`config.mk`:
```
export PLATFORM = sky130hd
export DESIGN_NAME = rrb_rx_post_align
export DESIGN_NICKNAME = d
export VERILOG_FILES = /design/src/rtl/rrb_pkg.sv /design/src/rtl/rrb_rx_post_align.sv
export SDC_FILE = /design/constraint.sdc
export NUM_CORES = 2
export LEC_CHECK = 0
export BUFFER_PORTS_ARGS = -buffer_cell sky130_fd_sc_hd__buf_4
export CELL_PAD_IN_SITES_DETAIL_PLACEMENT = 2
export CELL_PAD_IN_SITES_GLOBAL_PLACEMENT = 2
export CORE_ASPECT_RATIO = 0.9
export CORE_MARGIN = 8
export CORE_UTILIZATION = 25
export CTS_BUF_LIST = sky130_fd_sc_hd__clkbuf_8 sky130_fd_sc_hd__clkbuf_16
export CTS_CLUSTER_DIAMETER = 40
export DETAILED_ROUTE_END_ITERATION = 10
export PLACE_DENSITY = 0.59
export SYNTH_ARGS = -nofsm -noshare
export SYNTH_HDL_FRONTEND = slang
export SYNTH_SLANG_ARGS = --single-unit
```
`constraint.sdc`:
```
create_clock -name REF_CLK -period 27.7 [get_ports REF_CLK]
set_input_delay 5.54 -clock REF_CLK [delete_from_list [all_inputs] [get_ports REF_CLK]]
set_output_delay 5.54 -clock REF_CLK [all_outputs]
set_load 0.02 [all_outputs]
```
`src/rtl/rrb_pkg.sv`:
```
/*
 * shared constants of the receive post-alignment block: symbol and word
 * widths, compensation buffer levels and the register map.
 * assumes a 32-bit Avalon-MM slave with byte addresses and word registers.
 */
package rrb_pkg;
    localparam int SYM_W     = 10;
    localparam int WORD_W    = 20;
    localparam int RM_DEPTH  = 20;
    localparam int RM_EMPTY  = 5;
    localparam int RM_LO_WM  = 8;
    localparam int RM_HI_WM  = 14;
    localparam int ADDR_W    = 6;
    localparam int DATA_W    = 32;

    localparam logic [ADDR_W-1:0] OFS_CTRL   = 6'h00;
    localparam logic [ADDR_W-1:0] OFS_RMPAT1 = 6'h04;
    localparam logic [ADDR_W-1:0] OFS_RMPAT2 = 6'h08;
    localparam logic [ADDR_W-1:0] OFS_BOPAT  = 6'h0C;
    localparam logic [ADDR_W-1:0] OFS_ALPAT  = 6'h10;
    localparam logic [ADDR_W-1:0] OFS_STATUS = 6'h14;

    localparam int CB_POL     = 0;
    localparam int CB_SWAP    = 1;
    localparam int CB_RM_EN   = 2;
    localparam int CB_B2B     = 3;
    localparam int CB_BO_EN   = 4;
    localparam int CB_TRIG    = 5;
    localparam int BO_PAD_LSB = 16;

    localparam int SB_LOCK    = 0;
    localparam int SB_FULL    = 1;
    localparam int SB_EMPTY   = 2;
    localparam int SB_SHIFT   = 3;
    localparam int SB_SLIP    = 4;
    localparam int SB_CNT     = 16;
endpackage

```
`src/rtl/rrb_rx_post_align.sv`:
```
/*
 * receive post-alignment logic: polarity flip, bit-slip word framing,
 * aligner byte swap in double-width builds, clock-compensation buffer with skip insert/delete,
 * and byte ordering with pad insertion, configured over Avalon-MM.
 * assumes raw deserialised words arrive from pins, asynchronous to REF_CLK,
 * and that fabric logic drains the compensation buffer with RD_EN.
 */
`timescale 1ns/1ps
module rrb_rx_post_align #(
    parameter int DOUBLE_WIDTH = 0,
    parameter int CHAN_WIDTH   = 20,
    parameter int RX_AND_TX    = 1,
    parameter int ENC_8B10B    = 1,
    parameter int SLIP_OUT_EN  = 1,
    parameter int DEPTH        = rrb_pkg::RM_DEPTH,
    parameter int EMPTY_LVL    = rrb_pkg::RM_EMPTY,
    parameter int LO_WM        = rrb_pkg::RM_LO_WM,
    parameter int HI_WM        = rrb_pkg::RM_HI_WM
) (
    input  wire logic                          REF_CLK,       // 25 MHz clock
    input  wire logic                          RST,           // async reset, active high
    input  wire logic [rrb_pkg::ADDR_W-1:0]    ADDRESS,       // byte address
    input  wire logic                          READ,          // bus read
    input  wire logic                          WRITE,         // bus write
    input  wire logic [rrb_pkg::DATA_W-1:0]    WRITEDATA,     // bus write data
    output logic      [rrb_pkg::DATA_W-1:0]    READDATA,      // bus read data
    output logic                               WAITREQUEST,   // bus stall
    input  wire logic [rrb_pkg::WORD_W-1:0]    RX_RAW,        // raw deserialised word
    input  wire logic                          RX_RAW_VALID,  // raw word strobe
    input  wire logic                          BITSLIP,       // slip one bit on rise
    input  wire logic                          BO_REQ,        // fabric byte-order request
    input  wire logic                          RD_EN,         // local-side buffer drain
    output logic      [rrb_pkg::WORD_W-1:0]    RX_DATA_OUT,   // parallel receive word
    output logic                               RX_DATA_VALID, // word strobe
    output logic                               RX_LOCK,       // aligner in sync
    output logic      [$clog2(rrb_pkg::WORD_W)-1:0] RX_SLIP_COUNT, // bits slipped
    output logic                               RM_FULL,       // buffer full
    output logic                               RM_EMPTY,      // buffer at empty level
    output logic                               RM_INSERTED,   // skip inserted pulse
    output logic                               RM_DELETED     // skip deleted pulse
);
    localparam int SW = rrb_pkg::SYM_W;
    localparam int WW = rrb_pkg::WORD_W;
    localparam int PW = $clog2(DEPTH);
    localparam int CW = $clog2(DEPTH + 1);
    localparam int LW = $clog2(WW);
    localparam bit RM_ALLOWED = (RX_AND_TX != 0) && (ENC_8B10B != 0);
    localparam bit BO_ALLOWED = (DOUBLE_WIDTH != 0) ? (CHAN_WIDTH == 32 || CHAN_WIDTH == 40)
                                                    : (CHAN_WIDTH == 16 || CHAN_WIDTH == 20);

    if (DEPTH < 2 || EMPTY_LVL >= LO_WM || LO_WM >= HI_WM || HI_WM >= DEPTH) begin : g_bad_levels
        $error("compensation buffer levels out of order");
    end

    typedef struct packed {
        logic [WW-1:0]             s1_data;
        logic [WW-1:0]             s2_data;
        logic                      s1_v;
        logic                      s2_v;
        logic [WW-1:0]             raw_prev;
        logic [WW-1:0]             aw;
        logic                      aw_v;
        logic [LW-1:0]             slip;
        logic                      slip_prev;
        logic                      lock;
        logic [DEPTH-1:0][WW-1:0]  mem;
        logic [PW-1:0]             wp;
        logic [PW-1:0]             rp;
        logic [CW-1:0]             cnt;
        logic                      del_last;
        logic                      ins_last;
        logic                      trig_prev;
        logic                      bo_arm;
        logic                      shift;
        logic [SW-1:0]             held;
        logic [5:0]                ctrl;
        logic [WW-1:0]             pat1;
        logic [WW-1:0]             pat2;
        logic [SW-1:0]             bo_pat;
        logic [SW-1:0]             bo_pad;
        logic [SW-1:0]             al_pat;
        logic [WW-1:0]             out_data;
        logic                      out_v;
        logic                      full;
        logic                      empty;
        logic                      ins;
        logic                      del;
        logic                      waitreq;
        logic [rrb_pkg::DATA_W-1:0] rdata;
    } rrb_state_s;

    rrb_state_s q;
    rrb_state_s n;

    // a compensation word is the control group in the low symbol followed by the skip group
    function automatic logic is_skip(input logic [WW-1:0] w, input logic [WW-1:0] p1,
                                     input logic [WW-1:0] p2);
        is_skip = (w == p1) || (w == p2);
    endfunction

    logic [WW-1:0]   raw;
    logic [2*WW-1:0] cat;
    logic [WW-1:0]   sw_word;
    logic [WW-1:0]   rd_word;
    logic [WW-1:0]   bw;
    logic            bv;
    logic            rm_on;
    logic            bo_on;
    logic            b2b;
    logic            wr_pat;
    logic            rd_pat;
    logic            do_del;
    logic            do_wr;
    logic            do_rd;
    logic            do_ins;
    logic            pop;
    logic            trig;
    logic            rise;
    logic [SW-1:0]   lo_eff;

    always_comb
    begin
        n = q;
        n.s1_data = RX_RAW;
        n.s1_v = RX_RAW_VALID;
        n.s2_data = q.s1_data;
        n.s2_v = q.s1_v;

        raw = q.s2_data ^ {WW{q.ctrl[rrb_pkg::CB_POL]}};
        cat = {raw, q.raw_prev};
        n.aw_v = q.s2_v;
        if (q.s2_v)
        begin
            n.raw_prev = raw;
            n.aw = cat[q.slip +: WW];
        end
        n.slip_prev = BITSLIP;
        if (BITSLIP && !q.slip_prev)
        begin
            n.slip = (q.slip == LW'(WW - 1)) ? '0 : q.slip + 1'b1;
            n.lock = 1'b0;
        end
        // the word after a slip was framed on the old boundary, so it must not relock
        else if (q.aw_v && !q.slip_prev && q.aw[SW-1:0] == q.al_pat)
        begin
            n.lock = 1'b1;
        end

        // the swap control bit is stored and read back but has no effect in single-width builds
        if (DOUBLE_WIDTH != 0 && q.ctrl[rrb_pkg::CB_SWAP])
            sw_word = {q.aw[SW-1:0], q.aw[WW-1:SW]};
        else
            sw_word = q.aw;

        // watermarks sit far from both ends so +-300 ppm drift never reaches them
        rm_on = RM_ALLOWED && q.ctrl[rrb_pkg::CB_RM_EN];
        b2b = (DOUBLE_WIDTH != 0) || q.ctrl[rrb_pkg::CB_B2B];
        rd_word = q.mem[q.rp];
        wr_pat = is_skip(sw_word, q.pat1, q.pat2);
        rd_pat = is_skip(rd_word, q.pat1, q.pat2);
        do_del = rm_on && q.aw_v && wr_pat && q.cnt >= CW'(HI_WM) && (b2b || !q.del_last);
        do_wr = rm_on && q.aw_v && !do_del && q.cnt != CW'(DEPTH);
        do_rd = rm_on && RD_EN && q.cnt != '0;
        do_ins = do_rd && rd_pat && q.cnt <= CW'(LO_WM) && (b2b || !q.ins_last);
        pop = do_rd && !do_ins;
        if (do_wr)
        begin
            n.mem[q.wp] = sw_word;
            n.wp = (q.wp == PW'(DEPTH - 1)) ? '0 : q.wp + 1'b1;
        end
        if (pop)
            n.rp = (q.rp == PW'(DEPTH - 1)) ? '0 : q.rp + 1'b1;
        n.cnt = q.cnt + CW'(do_wr) - CW'(pop);
        if (q.aw_v && wr_pat)
            n.del_last = do_del;
        if (do_rd && rd_pat)
            n.ins_last = do_ins;
        n.ins = do_ins;
        n.del = do_del;
        n.full = (n.cnt == CW'(DEPTH));
        n.empty = (n.cnt <= CW'(EMPTY_LVL));

        bw = rm_on ? rd_word : sw_word;
        bv = rm_on ? do_rd : q.aw_v;

        trig = q.ctrl[rrb_pkg::CB_TRIG] ? BO_REQ : q.lock;
        rise = trig && !q.trig_prev;
        n.trig_prev = trig;
        bo_on = BO_ALLOWED && q.ctrl[rrb_pkg::CB_BO_EN];
        if (rise && bo_on)
            n.bo_arm = 1'b1;
        lo_eff = q.shift ? q.held : bw[SW-1:0];
        n.out_v = bv;
        if (bv)
        begin
            n.bo_arm = 1'b0;
            if (bo_on && (q.bo_arm || rise) && lo_eff != q.bo_pat)
            begin
                // pad takes the low slot; in a shifted frame the held symbol is dropped
                n.out_data = {bw[SW-1:0], q.bo_pad};
                n.shift = 1'b1;
            end
            else if (q.shift)
                n.out_data = {bw[SW-1:0], q.held};
            else
                n.out_data = bw;
            n.held = bw[WW-1:SW];
        end
        if (!bo_on)
            n.shift = 1'b0;

        n.waitreq = 1'b1;
        if ((READ || WRITE) && q.waitreq)
            n.waitreq = 1'b0;
        if (READ && q.waitreq)
        begin
            n.rdata = '0;
            if (ADDRESS == rrb_pkg::OFS_CTRL)
                n.rdata[5:0] = q.ctrl;
            else if (ADDRESS == rrb_pkg::OFS_RMPAT1)
                n.rdata[WW-1:0] = q.pat1;
            else if (ADDRESS == rrb_pkg::OFS_RMPAT2)
                n.rdata[WW-1:0] = q.pat2;
            else if (ADDRESS == rrb_pkg::OFS_BOPAT)
                n.rdata = {6'h00, q.bo_pad, 6'h00, q.bo_pat};
            else if (ADDRESS == rrb_pkg::OFS_ALPAT)
                n.rdata[SW-1:0] = q.al_pat;
            else if (ADDRESS == rrb_pkg::OFS_STATUS)
            begin
                n.rdata[rrb_pkg::SB_LOCK] = q.lock;
                n.rdata[rrb_pkg::SB_FULL] = q.full;
                n.rdata[rrb_pkg::SB_EMPTY] = q.empty;
                n.rdata[rrb_pkg::SB_SHIFT] = q.shift;
                n.rdata[rrb_pkg::SB_SLIP +: LW] = q.slip;
                n.rdata[rrb_pkg::SB_CNT +: CW] = q.cnt;
            end
        end
        // a write lands on the edge where the master sees waitrequest low
        if (WRITE && !q.waitreq)
        begin
            if (ADDRESS == rrb_pkg::OFS_CTRL)
                n.ctrl = WRITEDATA[5:0];
            else if (ADDRESS == rrb_pkg::OFS_RMPAT1)
                n.pat1 = WRITEDATA[WW-1:0];
            else if (ADDRESS == rrb_pkg::OFS_RMPAT2)
                n.pat2 = WRITEDATA[WW-1:0];
            else if (ADDRESS == rrb_pkg::OFS_BOPAT)
            begin
                n.bo_pat = WRITEDATA[SW-1:0];
                n.bo_pad = WRITEDATA[rrb_pkg::BO_PAD_LSB +: SW];
            end
            else if (ADDRESS == rrb_pkg::OFS_ALPAT)
                n.al_pat = WRITEDATA[SW-1:0];
        end
    end

    always_ff @(posedge REF_CLK or posedge RST)
    begin
        if (RST)
        begin
            q <= '0;
            q.waitreq <= 1'b1;
        end
        else
            q <= n;
    end

    assign READDATA      = q.rdata;
    assign WAITREQUEST   = q.waitreq;
    assign RX_DATA_OUT   = q.out_data;
    assign RX_DATA_VALID = q.out_v;
    assign RX_LOCK       = q.lock;
    assign RX_SLIP_COUNT = (SLIP_OUT_EN != 0) ? q.slip : '0;
    assign RM_FULL       = q.full;
    assign RM_EMPTY      = q.empty;
    assign RM_INSERTED   = q.ins;
    assign RM_DELETED    = q.del;
endmodule

```
# Word level (Yosys, flattened, before mapping)
# Index checks and enable logic that the tools add are counted.
[totals]
output_inout_bits = 64
inputBits = 66
regBits = 654
wordCells = 170
[classes]
eq_ne = 18
bitwise = 5
reduce_logical = 47
n_mux = 35
magnitude_cmp = 6
add_sub_neg = 5
shift = 1
[op_table]
columns = ["operator", "count"]
rows = [
  ["400-bit bitwise mux", 1],
  ["20-bit 2-to-1 mux", 7],
  ["20-bit binary-select mux with 5-bit select", 1],
  ["20-bit demux with 5-bit select", 1],
  ["20-bit == test", 4],
  ["40-bit by 6-bit variable part select with 20-bit output", 1],
  ["5-bit 2-to-1 mux", 7],
  ["26-bit 2-to-1 mux", 1],
  ["1-bit logical AND", 24],
  ["5-bit == test, second input constant", 4],
  ["10-bit 2-to-1 mux", 2],
  ["20-bit bitwise XOR", 1],
  ["6-bit 2-to-1 mux", 3],
  ["9-bit 2-to-1 mux", 2],
  ["5-bit by 1-bit adder with 5-bit output, second input constant", 3],
  ["6-bit by 4-bit == test with 1-bit output, second input constant", 2],
  ["6-bit by 5-bit == test with 1-bit output, second input constant", 2],
  ["5-bit by 6-bit < comparator with 1-bit output, second input constant", 2],
  ["12-bit 2-to-1 mux", 1],
  ["10-bit == test", 1],
  ["10-bit inequality test", 1],
  ["1-bit 2-to-1 mux", 9],
  ["1-bit zero test", 7],
  ["6-bit by 3-bit == test with 1-bit output, second input constant", 1],
  ["other kinds (18)", 29],
]

# Logic depth before layout (Yosys ltp)
[logic_depth]
depth_word = 11
mapped_depth = 27
ltp_nobuf = 22

# Worst setup path before layout
# No wires, ideal clock.
[synth_timing]
path_type = "in2reg"
start = "input port RD_EN"
end = "register q, in the netlist RM_FULL"
arrival_ns = 7.720
t_required_ns = 27.628
setup_slack_ns = 19.908
n_path_buf = 0
stages = 17
setup_time_ns = 0.072
cell_sequence = "nand2_1 a31o_2 a41oi_2 nand2_2 inv_1 ha_1 inv_1 ha_1 inv_1 fa_1 nor2_1 nor2_1 nor2_1 nor2_1 xor2_1 nand4b_1 nor2_1"
[synth_rtl]
columns = ["item", "line", "rtl"]
rows = [
  ["from (decl)", "rrb_rx_post_align.sv:32", "input wire logic RD_EN,"],
  ["to (signal assigned)", "rrb_rx_post_align.sv:265", "q <= n;"],
  ["to (decl)", "rrb_rx_post_align.sv:92", "rrb_state_s q;"],
]

==> reports/metrics.cfg <==
[status]
status = finished clean

[logic_synthesis]
synth_cell_types = 93
synth-seq-cells = 648
synth_edf_count = 0
ys_seq_area_share_pct = 49.1
async_flop_share_pct = 100
synth_area_leaders = dfrtp_1 (49%), mux2_2 (17%), mux4_2 (4.6%)
postSynthAreaPerCell_sq_um = 12.0
syn_area_sq_um = 33000
ys.flop_type = dfrtp_1
yosys_warnings = 0
synthCells = 2743
yosysTopAreaCellShare_pct = 49.0
yosysTopAreaCell = dfrtp_1

[cts]
clock_latency_ps = 730
cts_sinks = 648
cts_max_level = 3
cts_buffers = 102
postCtsHoldBufs = 0
cts_tree = built
root_buffer = clkbuf_16
clk_pin_slew_ps = 60
cts_resized = 0
clockBufferDepth = 3
post_cts_buffers = 0

[setup_path]
cp_num_buf_inv = 5
regToRegEndpoint = RM_FULL
slowest_stage = buf_4
path_common_cell = buf_4
crit_chain = buf_4 > inv_8 > buf_4 > buf_4 > buf_4
path_class = in -> async
r2r-start = q[154]
arrival_ps = 8610
start_kind = input port
critical_path_peak_fanout = 114
crit_required_ps = 28350
crit_path_end_kind = async pin
cp_slowest_stage_delay_ps = 790
worst-r2r-setup-slack_ps = 19900
r2r.worst_path.cells = 24
crit_family = buffers and inverters

[timing]
period_share_pct = 28.7
period_needed_ps = 7960
worst_pin_slew_ps = 1350
final.setup.tns_ps = 0
holdWs_ps = 347
drv_slew = 0
fmax_mhz = 126
skew_ps = 49.6
slew_headroom_pct = 10.0
rsz0062_at_grt = false
setup_viol = 0
hold_violations = 0

[detailed_routing]
first_pass_iters = 5
detail_route.wl_per_cell_um = 26.2
dr_wl_met3_um = 4850
met1_length_um = 54200
via_per_inst = 5.02
detail-route-antenna-nets = 0
highest_layer = met4
num_vias = 22900
wl_um = 119000
met2_length_um = 57500
drtIter0Drc = 1207
drc = 0

[worst_hold_path]
min_path_cells = 0
holdPathEnd = q[619]
hold_start = n[619]
hold_class = reg -> reg

[cells_and_area]
final_cells = 4564
areaGrowthSynthToFinish_pct = 18.2
drive_gt1_share_pct = 35.0
nets = 2833
antenna_cells_inserted = 0
n_fill_cell = 13900

[floorplan]
rows = 126
start_util_pct = 25.2
die_h_um = 361
ios = 130
core_area_sq_um = 131000
dieArea_sq_um = 144000
fp.dieW_um = 399

[job]
maxCapViolCount = 0

[global_routing]
track_usage_pct = 16.3
grt_pass1_vias = 25800
grt_max_degree = 115
antenna_found_initial = 4
grt_first_pass_wirelength_um = 177000
grt-ovfl-total = 0

[place]
dp_cells = 4373
gp_congestion = 0.835
port_buffers = 117
place_hpwl_um = 81700

[power]
power_density_nw_per_um2 = 123
p_total_mw = 4.82
p_leak_nw = 17.2
peakVddDrop_mv = 0.0529

==> power by group <==
group	total [mW]	switching (mW)	leakage [nW]	internal (mW)
clock network	1.37	0.515	1.84	0.859
registers	1.57	0.295	8.17	1.28
logic	1.87	1.08	7.15	0.789
total	4.82	1.89	17.2	2.93
==> sequential cells by signal (all words and copies together) (netlist names) <==
signal / cells
q: 526
READDATA: 26
n: 22
RX_DATA_OUT: 20
cat: 20
sw_word: 20
RX_SLIP_COUNT: 5
RM_DELETED: 1
RM_EMPTY: 1
RM_FULL: 1
RM_INSERTED: 1
RX_DATA_VALID: 1
RX_LOCK: 1
WAITREQUEST: 1
b2b: 1
bo_on: 1
==> how the worst max path moves through the flow <==
stage / to / cells past startpoint / start / slack (ps)
6_report: q[130] / 5 / RST / 19740
5_1_grt: q[130] / 5 / RST / 19280
4_1_cts: q[130] / 5 / RST / 19550
3_5_place_dp: q[130] / 5 / RST / 18790
3_3_place_gp: q[130] / 5 / RST / 18950
2_1_floorplan: READDATA[0] / 1 / RST / 4010
==> cell families after synthesis <==
group	count (synthesis)	synth area share, %
AOI/OAI and AO/OA	452	9.31
xor gates and xnor gates	112	2.97
adders and majority gates	18	0.705
buffers and inverters	328	4.74
DFF	648	49.1
muxes	725	26.6
other	1	0.0114
and+or+nand+nor	459	6.56
==> cell usage in the layout, fill, tap and decap left out, types with 10 or more instances in the layout <==
master / count
mux4_2: 68
mux2i_1: 145
a22o_1: 26
a22oi_1: 45
buf_4: 183
nand4_1: 12
o211ai_1: 16
nand2b_1: 13
clkbuf_8: 15
clkbuf_16: 102
dfrtp_1: 640
o221ai_1: 10
o21ai_0: 98
clkinv_2: 15
clkinvlp_4: 10
a211oi_1: 24
inv_1: 44
nor2b_1: 18
and2_1: 24
mux2_2: 506
xor2_1: 49
nor2_1: 123
nor3_1: 15
bufinv_16: 14
nand2_1: 155
a21oi_1: 103
nand2_2: 12
a21o_1: 10
clkinv_4: 10
nand3_1: 29
xnor2_1: 63
o31ai_1: 12
ha_1: 17
a31oi_1: 16
==> cell type report <==
type / instances / area (sq um) / share of cell area, %
Clock inverter: 74 / 1010 / 2.58
Multi-Input combinational cell: 1772 / 15300 / 39.2
Clock buffer: 117 / 2760 / 7.07
Inverter: 41 / 161 / 0.414
Timing Repair Buffer: 184 / 1390 / 3.57
Sequential cell: 648 / 16200 / 41.6
Tap cell: 1728 / 2160 / 5.54
==> worst register-to-register path, cell delays in order, from the launching register on <==
cell       delay [ps]
dfrtp_4           840
buf_4             630
and2_1            550
buf_4             340
a22oi_1           180
a32oi_1           660
nor2b_1           600
xor2_1            210
o2111ai_1         190
nor4_1            850
a41oi_2           440
nand2_2           260
inv_1              70
ha_1              270
inv_1              70
ha_1              170
inv_1              70
fa_1              440
nor2_1            130
nor2_1             50
nor2_1             90
nor2_1             60
xor2_1            270
nand4b_1          140
nor2_1            140
==> synthesized netlist by cell type, types with 15 or more instances <==
library cell    n
nand2_1       166
o211ai_1       16
buf_2          15
and2_1         24
nor3_1         15
xor2_1         49
a31oi_1        16
o21ai_0        98
a21oi_1       103
a22o_1         26
buf_4          70
buf_1          18
mux2_2        506
a211oi_1       24
mux2i_1       145
nor2b_1        19
nor2_1        123
inv_1          39
clkbuf_1      177
ha_1           17
dfrtp_1       647
mux4_2         68
xnor2_1        63
a22oi_1        45
nand3_1        29
==> metal layers <==
layer  vias to the layer above  global-route usage (%)
met2                       479                    27.2
met1                     12400                    21.8
met3                       185                    2.61
li1                       9903                       -
met4                         0                    4.15
met5                         -                       0
==> per-stage QoR <==
step                cell area (sq um)  setup slack (ps)  utilization [%]
floorplan                       33000              4010                -
global placement                35300             18950             26.9
detailed placement              35300             18790             26.9
CTS                             39000             19550             29.8
global route                    39000             19280             29.8
finish                          39000             19740             29.8
Note: power is estimated with default switching activity, not from simulation.
